==> config.mk <==
export PLATFORM = sky130hd
export DESIGN_NAME = pei_event_irq
export DESIGN_NICKNAME = d
export VERILOG_FILES = /design/src/rtl/pei_event_irq.v
export VERILOG_INCLUDE_DIRS = /design/src /design/src/rtl
export SDC_FILE = /design/constraint.sdc
export NUM_CORES = 1
export LEC_CHECK = 0
export BUFFER_PORTS_ARGS = -buffer_cell sky130_fd_sc_hd__clkbuf_2
export CORE_AREA = 2 2 124 156
export CTS_CLUSTER_SIZE = 24
export DETAILED_ROUTE_END_ITERATION = 8
export DIE_AREA = 0 0 126 158
export SLEW_MARGIN = 15
export SYNTH_ARGS = -nofsm -noshare
export SYNTH_HDL_FRONTEND = slang
export SYNTH_SLANG_ARGS = --single-unit
==> constraint.sdc <==
create_clock -name clock -period 4.35 [get_ports clock]
set_input_delay 0.87 -clock clock [delete_from_list [all_inputs] [get_ports clock]]
set_output_delay 0.87 -clock clock [all_outputs]
set_load 0.03 [all_outputs]
==> src/rtl/pei_map.vh <==
// pei_map.vh: register indices, field positions, reset values and
// line state codes of the physical-layer event interrupt block.
// assumes plain Verilog-2005; included by bare name.
`ifndef PEI_MAP_VH
`define PEI_MAP_VH

// ==================================================================
// register indices (byte address is four times the index)
`define PEI_IDX_MASK      5'h02
`define PEI_IDX_THRESHOLD 5'h05
`define PEI_IDX_EVENT     5'h17
`define PEI_IDX_CONTROL   5'h1F

// ==================================================================
// reset values
`define PEI_RST_MASK      16'h0000
`define PEI_RST_THRESHOLD 8'h00
`define PEI_RST_EVENT     16'h0000
`define PEI_RST_CONTROL   6'h00

// ==================================================================
// event bit positions
`define PEI_EV_ACCESS_FAULT 15
`define PEI_EV_SIG_DETECT   14
`define PEI_EV_LINK_ERROR   13
`define PEI_EV_IDLE_GAP     12
`define PEI_EV_VIOLATION    11
`define PEI_EV_PHY_INVALID  10
`define PEI_EV_EBUF_FAULT   9
`define PEI_EV_NOISE_ZERO   8
`define PEI_EV_CONNECT_ZERO 7
`define PEI_EV_ENABLED      6
`define PEI_EV_BREAK        5
`define PEI_EV_TRACE_QH     4
`define PEI_EV_TRACE_FWD    3
`define PEI_EV_CODE         2
`define PEI_EV_LS_HIT       1
`define PEI_EV_PARITY       0

// ==================================================================
// own control register fields
`define PEI_CTL_SELF_TEST   0
`define PEI_CTL_IDLE_SEL    1
`define PEI_CTL_VIOL_SEL    2
`define PEI_CTL_LS_LSB      3
`define PEI_CTL_LS_MSB      5

// ==================================================================
// line state codes (plain defaults)
`define PEI_LS_QUIET  3'h0
`define PEI_LS_HALT   3'h2
`define PEI_LS_MASTER 3'h3

// ==================================================================
// bus responses
`define PEI_RESP_OKAY   2'h0
`define PEI_RESP_SLVERR 2'h2
`define PEI_RESP_DECERR 2'h3

`endif

==> src/rtl/pei_event_irq.v <==
// pei_event_irq.v: physical-layer event register, mask, threshold
// and active-low interrupt, reached over an AXI4-Lite slave.
// assumes all event inputs are synchronous to clock; pulses last
// one cycle, levels are edge detected here.
//
// Our own choice: the AXI4-Lite interface to the registers.
`include "pei_map.vh"
`default_nettype none

// Behaviour
// - threshold register at index 05, read/write, cleared by reset
// - threshold low byte is the compare value for link-error event
// - threshold bits 15..8 ignore writes and read zero
// - event register at index 17 read-only, cleared on read and reset
// - each event bit pairs with the same mask bit for the interrupt
// - self-test run blocks all but completion; run cleared ends it
// - bit 15 on invalid host access of any listed kind
// - bit 14 on rising signal detect input
// - bit 13 when link error counter becomes equal to threshold
// - bit 12 on idle minimum drop, or gap count increment/overflow
// - bit 11 on violation count increment or overflow as selected
// - bit 10 when physical-layer-invalid becomes asserted
// - bit 9 on elastic buffer overflow or underflow
// - bit 8 noise timer zero, bit 7 connection timer zero
// - bit 6 once joined, scrubbed and active
// - bit 5 on entering break state
// - bit 4 on quiet or halt received in trace state
// - bit 3 on master received in active or trace state
// - bit 2 on receive flag rise after signalling done, or test end
// - bit 1 when line state equals programmed compare value
// - bit 0 on parity error at ten-bit transmit data input
// - mask at index 02, read/write, reset clear, never gates setting
module pei_event_irq #(
    parameter ADDR_W = 7,
    parameter ODD_PARITY = 1
) (
    input  wire              clock,
    input  wire              srst,
    input  wire [ADDR_W-1:0] s_axi_awaddr,
    input  wire              s_axi_awvalid,
    output reg               s_axi_awready,
    input  wire [31:0]       s_axi_wdata,
    input  wire [3:0]        s_axi_wstrb,
    input  wire              s_axi_wvalid,
    output reg               s_axi_wready,
    output reg  [1:0]        s_axi_bresp,
    output reg               s_axi_bvalid,
    input  wire              s_axi_bready,
    input  wire [ADDR_W-1:0] s_axi_araddr,
    input  wire              s_axi_arvalid,
    output reg               s_axi_arready,
    output reg  [31:0]       s_axi_rdata,
    output reg  [1:0]        s_axi_rresp,
    output reg               s_axi_rvalid,
    input  wire              s_axi_rready,
    input  wire              ext_access_fault,
    input  wire              signal_detect_in,
    input  wire [7:0]        link_error_counter,
    input  wire              idle_min_drop,
    input  wire              idle_gap_inc,
    input  wire              idle_gap_ovf,
    input  wire              violation_inc,
    input  wire              violation_ovf,
    input  wire              phy_invalid,
    input  wire              ebuf_overflow,
    input  wire              ebuf_underflow,
    input  wire              noise_timer_zero,
    input  wire              connect_timer_zero,
    input  wire              join_output,
    input  wire              scrub_done,
    input  wire              pcm_active,
    input  wire              pcm_break,
    input  wire              pcm_trace,
    input  wire [2:0]        line_state,
    input  wire              signalling_done,
    input  wire              receive_complete_flag,
    input  wire              lct_done,
    input  wire [9:0]        tx_data,
    input  wire              tx_parity,
    input  wire              tx_valid,
    input  wire              self_test_done,
    output reg               self_test_run,
    output reg               idle_gap_event_select,
    output reg               violation_event_select,
    output reg  [2:0]        line_state_compare,
    output reg               int_n
);

    // ==============================================================
    // register index decode
    localparam [2:0] SEL_NONE = 3'h0;
    localparam [2:0] SEL_MASK = 3'h1;
    localparam [2:0] SEL_THR  = 3'h2;
    localparam [2:0] SEL_EV   = 3'h3;
    localparam [2:0] SEL_CTL  = 3'h4;

    function [2:0] reg_sel;
        input [ADDR_W-1:0] addr;
        begin
            case (addr[6:2])
                `PEI_IDX_MASK:      reg_sel = SEL_MASK;
                `PEI_IDX_THRESHOLD: reg_sel = SEL_THR;
                `PEI_IDX_EVENT:     reg_sel = SEL_EV;
                `PEI_IDX_CONTROL:   reg_sel = SEL_CTL;
                default:            reg_sel = SEL_NONE;
            endcase
        end
    endfunction

    // ==============================================================
    // state
    reg [15:0]       event_report;
    reg [15:0]       event_enable_mask;
    reg [7:0]        link_error_threshold;
    reg [ADDR_W-1:0] wr_addr;
    reg [31:0]       wr_data;
    reg [3:0]        wr_strb;
    reg              aw_held;
    reg              w_held;
    reg              self_test_latch;
    reg              sd_prev;
    reg              inv_prev;
    reg              en_prev;
    reg              brk_prev;
    reg              tqh_prev;
    reg              tfwd_prev;
    reg              hit_prev;
    reg              rcf_prev;
    reg              code_pending;
    reg [7:0]        lec_prev;

    wire       wr_go    = aw_held & w_held & ~s_axi_bvalid;
    wire [2:0] wr_sel   = reg_sel(wr_addr);
    wire       rd_go    = s_axi_arvalid & s_axi_arready;
    wire [2:0] rd_sel   = reg_sel(s_axi_araddr);
    wire       rd_clear = rd_go & (rd_sel == SEL_EV);

    // ==============================================================
    // event conditions
    wire en_cond   = join_output & scrub_done & pcm_active;
    wire qh_seen   = (line_state == `PEI_LS_QUIET) |
                     (line_state == `PEI_LS_HALT);
    wire tqh_cond  = qh_seen & pcm_trace;
    wire tfwd_cond = (line_state == `PEI_LS_MASTER) &
                     (pcm_active | pcm_trace);
    wire hit_cond  = (line_state == line_state_compare);
    wire rcf_rise  = receive_complete_flag & ~rcf_prev;
    wire par_bad   = tx_valid &
                     ((^{tx_data, tx_parity}) != (ODD_PARITY != 0));
    // write to a read-only or unmapped register is a host fault
    wire bad_write = wr_go & ((wr_sel == SEL_EV) | (wr_sel == SEL_NONE));
    wire bad_read  = rd_go & (rd_sel == SEL_NONE);

    reg [15:0] ev_set;
    always @* begin
        ev_set = 16'h0000;
        ev_set[`PEI_EV_ACCESS_FAULT] = bad_write | bad_read |
                                       ext_access_fault;
        ev_set[`PEI_EV_SIG_DETECT] = signal_detect_in & ~sd_prev;
        ev_set[`PEI_EV_LINK_ERROR] = (link_error_counter == link_error_threshold)
                                     & (link_error_counter != lec_prev);
        ev_set[`PEI_EV_IDLE_GAP] = idle_min_drop |
            (idle_gap_event_select ? idle_gap_ovf : idle_gap_inc);
        ev_set[`PEI_EV_VIOLATION] =
            violation_event_select ? violation_ovf : violation_inc;
        ev_set[`PEI_EV_PHY_INVALID] = phy_invalid & ~inv_prev;
        ev_set[`PEI_EV_EBUF_FAULT] = ebuf_overflow | ebuf_underflow;
        ev_set[`PEI_EV_NOISE_ZERO] = noise_timer_zero;
        ev_set[`PEI_EV_CONNECT_ZERO] = connect_timer_zero;
        ev_set[`PEI_EV_ENABLED] = en_cond & ~en_prev;
        ev_set[`PEI_EV_BREAK] = pcm_break & ~brk_prev;
        ev_set[`PEI_EV_TRACE_QH] = tqh_cond & ~tqh_prev;
        ev_set[`PEI_EV_TRACE_FWD] = tfwd_cond & ~tfwd_prev;
        ev_set[`PEI_EV_CODE] = lct_done |
            ((code_pending | signalling_done) & rcf_rise);
        ev_set[`PEI_EV_LS_HIT] = hit_cond & ~hit_prev;
        ev_set[`PEI_EV_PARITY] = par_bad;
    end

    // ==============================================================
    // edge history and signalling-done hold
    always @(posedge clock) begin
        if (srst) begin
            sd_prev      <= 1'b0;
            inv_prev     <= 1'b0;
            en_prev      <= 1'b0;
            brk_prev     <= 1'b0;
            tqh_prev     <= 1'b0;
            tfwd_prev    <= 1'b0;
            hit_prev     <= 1'b0;
            rcf_prev     <= 1'b0;
            lec_prev     <= 8'h00;
            code_pending <= 1'b0;
        end else begin
            sd_prev   <= signal_detect_in;
            inv_prev  <= phy_invalid;
            en_prev   <= en_cond;
            brk_prev  <= pcm_break;
            tqh_prev  <= tqh_cond;
            tfwd_prev <= tfwd_cond;
            hit_prev  <= hit_cond;
            rcf_prev  <= receive_complete_flag;
            lec_prev  <= link_error_counter;
            // signalling done waits for the receive flag to rise again
            if (rcf_rise) begin
                code_pending <= 1'b0;
            end else if (signalling_done) begin
                code_pending <= 1'b1;
            end
        end
    end

    // ==============================================================
    // event register: a set in the read cycle survives the clear
    always @(posedge clock) begin
        if (srst) begin
            event_report <= `PEI_RST_EVENT;
        end else if (rd_clear) begin
            event_report <= ev_set;
        end else begin
            event_report <= event_report | ev_set;
        end
    end

    // ==============================================================
    // write channel
    always @(posedge clock) begin
        if (srst) begin
            s_axi_awready <= 1'b1;
            s_axi_wready  <= 1'b1;
            s_axi_bvalid  <= 1'b0;
            s_axi_bresp   <= `PEI_RESP_OKAY;
            aw_held       <= 1'b0;
            w_held        <= 1'b0;
            wr_addr       <= {ADDR_W{1'b0}};
            wr_data       <= 32'h0000_0000;
            wr_strb       <= 4'h0;
        end else begin
            if (s_axi_awvalid & s_axi_awready) begin
                wr_addr       <= s_axi_awaddr;
                aw_held       <= 1'b1;
                s_axi_awready <= 1'b0;
            end
            if (s_axi_wvalid & s_axi_wready) begin
                wr_data      <= s_axi_wdata;
                wr_strb      <= s_axi_wstrb;
                w_held       <= 1'b1;
                s_axi_wready <= 1'b0;
            end
            if (wr_go) begin
                s_axi_bvalid <= 1'b1;
                if (wr_sel == SEL_NONE) begin
                    s_axi_bresp <= `PEI_RESP_DECERR;
                end else if (wr_sel == SEL_EV) begin
                    s_axi_bresp <= `PEI_RESP_SLVERR;
                end else begin
                    s_axi_bresp <= `PEI_RESP_OKAY;
                end
            end
            if (s_axi_bvalid & s_axi_bready) begin
                s_axi_bvalid  <= 1'b0;
                aw_held       <= 1'b0;
                w_held        <= 1'b0;
                s_axi_awready <= 1'b1;
                s_axi_wready  <= 1'b1;
            end
        end
    end

    // ==============================================================
    // writable registers
    always @(posedge clock) begin
        if (srst) begin
            event_enable_mask      <= `PEI_RST_MASK;
            link_error_threshold   <= `PEI_RST_THRESHOLD;
            self_test_run          <= 1'b0;
            idle_gap_event_select  <= 1'b0;
            violation_event_select <= 1'b0;
            line_state_compare     <= 3'h0;
        end else if (wr_go) begin
            if (wr_sel == SEL_MASK) begin
                if (wr_strb[0]) begin
                    event_enable_mask[7:0] <= wr_data[7:0];
                end
                if (wr_strb[1]) begin
                    event_enable_mask[15:8] <= wr_data[15:8];
                end
            end
            // upper byte has no storage, writes there vanish
            if (wr_sel == SEL_THR && wr_strb[0]) begin
                link_error_threshold <= wr_data[7:0];
            end
            if (wr_sel == SEL_CTL && wr_strb[0]) begin
                self_test_run          <= wr_data[`PEI_CTL_SELF_TEST];
                idle_gap_event_select  <= wr_data[`PEI_CTL_IDLE_SEL];
                violation_event_select <= wr_data[`PEI_CTL_VIOL_SEL];
                line_state_compare <= wr_data[`PEI_CTL_LS_MSB:`PEI_CTL_LS_LSB];
            end
        end
    end

    // ==============================================================
    // read channel
    always @(posedge clock) begin
        if (srst) begin
            s_axi_arready <= 1'b1;
            s_axi_rvalid  <= 1'b0;
            s_axi_rdata   <= 32'h0000_0000;
            s_axi_rresp   <= `PEI_RESP_OKAY;
        end else if (rd_go) begin
            s_axi_arready <= 1'b0;
            s_axi_rvalid  <= 1'b1;
            s_axi_rresp   <= `PEI_RESP_OKAY;
            case (rd_sel)
                SEL_MASK: s_axi_rdata <= {16'h0000, event_enable_mask};
                SEL_THR:  s_axi_rdata <= {24'h000000, link_error_threshold};
                SEL_EV:   s_axi_rdata <= {16'h0000, event_report};
                SEL_CTL:  s_axi_rdata <= {26'h0000000, line_state_compare,
                                          violation_event_select,
                                          idle_gap_event_select, self_test_run};
                default: begin
                    s_axi_rdata <= 32'h0000_0000;
                    s_axi_rresp <= `PEI_RESP_DECERR;
                end
            endcase
        end else if (s_axi_rvalid & s_axi_rready) begin
            s_axi_rvalid  <= 1'b0;
            s_axi_arready <= 1'b1;
        end
    end

    // ==============================================================
    // interrupt pin
    // completion has no event bit, so it is held here until run clears
    always @(posedge clock) begin
        if (srst) begin
            self_test_latch <= 1'b0;
        end else if (!self_test_run) begin
            self_test_latch <= 1'b0;
        end else if (self_test_done) begin
            self_test_latch <= 1'b1;
        end
    end

    always @(posedge clock) begin
        if (srst) begin
            int_n <= 1'b1;
        end else if (self_test_run) begin
            int_n <= ~self_test_latch;
        end else begin
            int_n <= ~(|(event_report & event_enable_mask));
        end
    end

endmodule
`default_nettype wire

==> results of run 1 <==
[worst min-delay path, cell delays in order (launching register included)]
cell and delay [ps]:
dfxtp_1 310, nand2_1 50, a21oi_1 50
[routing by layer]
metal  wire (um)  global-route usage, %  vias to the layer above
li1            -                      -                     1944
met1        5526                  15.43                     1705
met2        5972                  20.89                      113
met3         737                  4.022                       15
met4         212                  5.024                        0
met5           0                      0                        -
[state kept, by name, indices dropped and copies added (netlist names), 2 cells and up]
signal,cells
wr_data,16
s_axi_bresp,2
s_axi_rdata,16
wr_strb,2
line_state_compare,3
event_report,16
link_error_threshold,8
event_enable_mask,16
lec_prev,8
wr_addr,5
[power breakdown]
| group | leakage [nW] | internal, mW | switching [mW] |
|---|---|---|---|
| Sequential | 0.934 | 1.09 | 0.0342 |
| Clock | 0.274 | 0.895 | 0.487 |
| Combinational | 1.38 | 0.0950 | 0.149 |
| Total | 2.59 | 2.08 | 0.670 |
[cell type report]
cell class | instances | share of cell area [%]
Timing Repair Buffer | 111 | 9.418
Sequential cell | 114 | 38.34
Inverter | 11 | 0.6937
Multi-Input combinational cell | 356 | 36.70
Clock inverter | 14 | 2.754
Clock buffer | 18 | 7.210
Tap cell | 232 | 4.877
[logic make-up after synthesis]
kind of cell	count (synthesis)
AO/OA/AOI/OAI	98
XOR/XNOR	28
buffers and inverters	52
flip-flops	114
multiplexers	32
other	1
AND/OR/NAND/NOR	182
[cells in the final DEF, fill, tap and decap left out, types with 2 or more instances in the layout]
cell type   instances
a211oi_1            5
a21oi_1            39
a221o_1             6
a221oi_1            9
a22o_1             14
a22oi_1            14
a31oi_1             2
and2_1              5
and4_1              2
buf_4               2
bufinv_16           3
clkbuf_16          17
clkbuf_2          109
clkinv_2            4
clkinvlp_4          6
conb_1             16
dfxtp_1           114
inv_1              11
mux2i_1            31
nand2_1            54
nand3_1             7
nand3_2             2
nand4_1             4
nor2_1             65
nor2b_1            15
nor3_1             11
nor3_4              3
nor3b_1             2
nor4_1              4
o21ai_0             6
xnor2_1            14
xor2_1             13
[stage by stage]
stage                     instance area, um2  utilization, %
after detailed placement                5359           28.97
after CTS                               5952           32.18
after global routing                    5952           32.18
after global placement                  5359           28.97
final                                   5952           32.18
after floorplan                         4743               -
[final timing paths]
path / endpoint / slack, ps / cells past startpoint
worst max-delay path: s_axi_awready / 2330 / 1
worst min-delay path: wr_data[10]$_SDFFE_PP0P_ / 460 / 2
worst max register to register: idle_gap_event_select$_SDFFE_PP0P_ / 2590 / 5
worst min register to register: wr_data[10]$_SDFFE_PP0P_ / 460 / 2
==> key figures, run 1 <==
Critical path
  – Worst r2r src: aw_held$_SDFFE_PP0P_
  – Crit. End Element: output pin
  – CP required: 3480 ps
  – Crit Path Category: flip-flop to output pin
  – Worst Setup SP: s_axi_awready$_SDFFE_PP1P_
  – CP peak stage delay: 460 ps
  – Critical Path AT: 1150 ps
  – Startpoint types: flip-flop
  – Cell Chain, Critical Path: clkbuf_2
  – CP max-delay cell: dfxtp_1
  – CP Max Fanout: 9
  – CP bufs+invs: 1
  – Crit path max-delay family: flip-flops

Logic synthesis
  – Syn Area/Cell: 9.245 um2
  – Synthesized area: 4687 um2
  – Synth unique cells: 45
  – Flops & latches, synth: 114
  – Cells after synthesis: 507
  – Largest family of logic cells by synthesized area: simple AND/OR/NAND/NOR gates
  – Top post-synthesis cells by count: 114 x dfxtp_1, 65 x nor2_1, 54 x nand2_1, 39 x a21oi_1, 31 x mux2i_1
  – Share of the synthesized area in the top cell type: 48.69%
  – Top post-synthesis cells by area: dfxtp_1 49%, mux2i_1 6.6%, nor2_1 5.2%
  – Post-synth ARST share: 0%
  – Simple-gate share of the synthesized area: 18.71%
  – Post-synthesis compound-gate area fraction: 14.23%
  – Yosys warnings: 0
  – Post-synth EDFFs: 0
  – Register area share after synthesis: 48.69%
  – Post-synthesis mux area share: 6.861%
  – Cell taking the most area after synthesis: dfxtp_1
  – Synth Area in XOR/XNOR: 5.526%
  – Adder-Cell Fraction of Synth Area: 0%
  – Most common cell in the netlist: dfxtp_1
  – Synth Flop Type: dfxtp_1

Power
  – Final Power: 2.751 mW
  – Pleak: 2.590 nW
  – Peak supply drop: 0.3149 mV
  – Pwr dens: 462.2 nW/um2

Clock tree
  – H-Tree Depth: 4
  – Clock Path Buffers: 2
  – Post-CTS setup buffers: 0
  – Number of cells upsized or downsized after cts: 0
  – Register clock-pin slew on the reported worst setup and hold paths: 60 ps
  – Clk_lat worst skew: 420 ps
  – CTS tree: yes
  – Hold buffers post-CTS: 0
  – Root Buffer: clkbuf_16
  – Clock sink count: 114
  – CTS Buf Count: 17

Global route
  – Global-route wire length before repair: 19350 um
  – Global Route Usage Sum: 12.69%
  – Vias in the first global route: 3538
  – Grt ovf: 0
  – Pin count of the biggest net entering global routing: 66
  – Initial antenna violation count: 0

STA
  – Final Max Tran Viols: 0
  – Setup TNS: 0 ps
  – PnR worst setup slack: 2333 ps
  – Period utilization: 46.36%
  – Slew at the pin closest to its max-slew limit: 760.4 ps
  – Final setup violation count: 0
  – Clock Skews: 13.79 ps
  – Fmax achieved: 495.8 MHz
  – RSZ-0062 raised after global routing: no
  – Minimum clock period: 2017 ps
  – Final hold violations: 0
  – Slew HR: 49.31%
  – Hold_ws: 455.6 ps

Die
  – Ports: 149
  – Die height: 158 um
  – Initial Util: 25.34%
  – Die area: 19910 um2
  – Chip width: 126 um
  – Row count: 56
  – Core ar.: 18500 um2

Finish
  – Share of cells above drive strength 1: 24.20%
  – Fill cells: 1951
  – Non-Filler Instances: 856
  – Combined area of the multi-input logic cells: 2185 um2
  – Final net count: 712
  – N_diodes: 0
  – Register Area: 2282 um2
  – Area growth, synth to finish: 26.99%

Drt
  – Wire length per cell: 14.54 um
  – Antenna Nets Post-Route: 0
  – Routed vias: 3777
  – DR iter-0 viols: 212
  – Final WL: 12450 um
  – Vias/cell: 4.412
  – Drt pass-1 iters: 4
  – DRC: 0

Placed design
  – Post-DP HPWL: 9535 um
  – I/O Buffers: 110
  – RD Place Congestion: 0.7988
  – Placed insts: 824
  – Setup WS pre-CTS: 1952 ps

Outcome
  – Status: finished, final reports clean

Hold path
  – Hold path startpoint: wr_data[10]$_SDFFE_PP0P_
  – Hold Crit Class: flip-flop to flip-flop

Job
  – Max cap viols: 0
No activity file was read; power rests on OpenSTA's default activity.
==> run 2: changes to the inputs <==
==> constraint.sdc (replaced) <==
create_clock -name clock -period 1.7 [get_ports clock]
set_input_delay 0.34 -clock clock [delete_from_list [all_inputs] [get_ports clock]]
set_output_delay 0.34 -clock clock [all_outputs]
set_load 0.03 [all_outputs]
==> run 2 against run 1 <==
  * Die area unchanged
  * Non-clock buffer count increased by 9
  * Combinational power increased to 2.6 times the previous value
  * Via count rose by 1.5%
  * Setup slack lost 2100 ps
  * Sequential share of layout area fell by 0.63 points
  * Register-to-register slack got worse by 2400 ps
  * Core utilization is 0.54 points higher
  * Routed wire length shrank 0.64%
  * Largest cell class unchanged
==> key figures, run 2 (synthesis gave the netlist of run 1 again) <==
Drt
  – Drt pass-1 iters: 4 (unchanged)
  – Vias/cell: 4.432 (+0.45%)
  – DRC: 0 (unchanged)
  – DR iter-0 viols: 247 (+17%)
  – Final WL: 12370 um (-0.64%)
  – Antenna Nets Post-Route: 0 (unchanged)
  – Routed vias: 3834 (+1.5%)
  – Wire length per cell: 14.30 um (-1.7%)

Finish
  – Share of cells above drive strength 1: 25.59% (+1.4 points)
  – Most common cell after layout, fill and taps aside: dfxtp_1
  – Most frequent cells in the layout: 114 x dfxtp_1, 109 x clkbuf_2, 64 x nor2_1
  – Area growth, synth to finish: 29.12%
  – N_diodes: 0 (unchanged)
  – Fill cells: 1936 (-0.77%)
  – Final net count: 721 (+1.3%)

Power
  – Clk pwr share: 50.6% (+0.4 points)
  – Sequential power share: 40.4% (-0.5 points)
  – Switching Fraction: 24.82% (+0.46 points)
  – Internal Dissipation: 5.361 mW (+160%)
  – Pwr dens: 1178 nW/um2 (+150%)
  – Sw power: 1.770 mW (+160%)
  – Pleak: 2.660 nW (+2.7%)
  – Peak supply drop: 0.7605 mV (+140%)
  – Comb power frac: 9.0% (about the same)

Global route
  – Initial antenna violation count: 0 (unchanged)
  – Pin count of the biggest net entering global routing: 80 (+21%)
  – Global-route wire length before repair: 19190 um (-0.86%)
  – Global Route Usage Sum: 12.49% (-0.19 points)
  – Vias in the first global route: 3599 (+1.7%)
  – Grt ovf: 0 (unchanged)

Critical path
  – Crit path max-delay family: flip-flops
  – CP Max Fanout: 9 (unchanged)
  – CP required: 1360 ps (-2120 ps)
  – CP max-delay cell: dfxtp_1
  – Critical Path AT: 1150 ps (about the same)
  – Crit Path Category: flip-flop to output pin
  – CP peak stage delay: 470 ps (about the same)
  – Startpoint types: flip-flop
  – Cell Chain, Critical Path: clkbuf_2
  – CP bufs+invs: 1 (unchanged)
  – Crit. End Element: output pin

Clock tree
  – Register clock-pin slew on the reported worst setup and hold paths: 60 ps (about the same)
  – Clk_lat worst skew: 410 ps (about the same)
  – H-Tree Depth: 4 (unchanged)
  – CTS tree: yes
  – Clock sink count: 114 (unchanged)
  – Post-CTS setup buffers: 0 (unchanged)
  – CTS Buf Count: 17 (unchanged)
  – Clock Path Buffers: 2 (unchanged)
  – Root Buffer: clkbuf_16

STA
  – Final Max Tran Viols: 0 (unchanged)
  – Clock Skews: 6.250 ps (-7.542 ps)
  – Slew at the pin closest to its max-slew limit: 713.6 ps (-46.74 ps)
  – PnR worst setup slack: 208.1 ps (-2125 ps)
  – Minimum clock period: 1492 ps
  – Period utilization: 87.76%
  – RSZ-0062 raised after global routing: no
  – Final hold violations: 0 (unchanged)
  – Hold_ws: 134.3 ps (-321.2 ps)
  – Setup TNS: 0 ps (unchanged)
  – Final setup violation count: 0 (unchanged)
  – Fmax achieved: 670.3 MHz
  – Slew HR: 52.43% (+3.1 points)

Die
  – Ports: 149 (unchanged)
  – Row count: 56 (unchanged)
  – Initial Util: 25.34% (unchanged)
  – Core ar.: 18500 um2 (unchanged)
  – Die area: 19910 um2 (unchanged)
  – Die height: 158 um (unchanged)
  – Chip width: 126 um (unchanged)

Outcome
  – Status: finished, final reports clean

Placed design
  – I/O Buffers: 110 (unchanged)
  – Post-DP HPWL: 9594 um (+0.62%)
  – Setup WS pre-CTS: 71.17 ps (-1881 ps)
  – RD Place Congestion: 0.8377 (+4.9%)

Hold path
  – Hold Crit Class: input pin to flip-flop

Job
  – Max cap viols: 0 (unchanged)
-- run 2: changes by cell type in the layout (fill, tap and decap cells not counted), sizes merged --
| cell | previous run | this run |
|---|---|---|
| inv | 12 | 13 |
| clkinvlp | 6 | 2 |
| clkinv | 4 | 8 |
| clkbuf | 127 | 126 |
| buf | 2 | 11 |
-- run 2: power groups by stage --
stage / combinational (mW) / sequential (mW) / clock [mW]
floorplan: 0.403 / 2.97 / 0
global route: 0.708 / 2.89 / 3.81
CTS: 0.651 / 2.88 / 3.68
detailed placement: 0.648 / 2.94 / 0
global placement: 0.642 / 2.93 / 0
finish: 0.641 / 2.88 / 3.61
-- run 2: final timing paths --
path	start	endpoint	slack, ps	cells after the start
setup reg to reg	wr_addr[3]$_SDFFE_PP0P_	event_enable_mask[6]$_SDFFE_PP0P_	230	5
hold / removal	s_axi_wvalid	s_axi_wready$_SDFFE_PP1P_	130	2
hold reg to reg	s_axi_bresp[1]$_SDFFE_PP0P_	s_axi_bresp[1]$_SDFFE_PP0P_	450	2
setup / recovery	s_axi_awready$_SDFFE_PP1P_	s_axi_awready	210	1
-- run 2: what timing repair did --
action / CTS / global route
hold buffers: 0 / 0
gates resized for setup: 0 / 1
setup endpoints to repair: 0 / 3
-- run 2: through the flow --
stage	instances	utilization, %	total power, mW	instance area, um2
6_report	865	32.72	7.130	6052
5_1_grt	865	32.72	7.406	6052
4_1_cts	865	32.70	7.213	6050
3_5_place_dp	833	29.40	3.583	5439
3_3_place_gp	833	29.40	3.574	5439
2_1_floorplan	522	-	3.369	4743
-- run 2: area by class of cell --
type,count,area [um2],area share (%)
clock buffers,17,425.4,7.029
clock inverters,15,185.2,3.060
repair buffers,120,640.6,10.59
well taps,232,290.3,4.796
flip-flops and latches,114,2282,37.71
inverters,11,41.29,0.6822
multi-input cells,356,2187,36.14
-- run 2: routing by layer --
layer,global-route usage [%],vias to the layer above,share of wire (%)
met5,0,-,0
met4,3.820,0,1.2
met3,4.224,14,6.1
met2,20.74,120,48
met1,15.35,1736,45
li1,-,1964,-
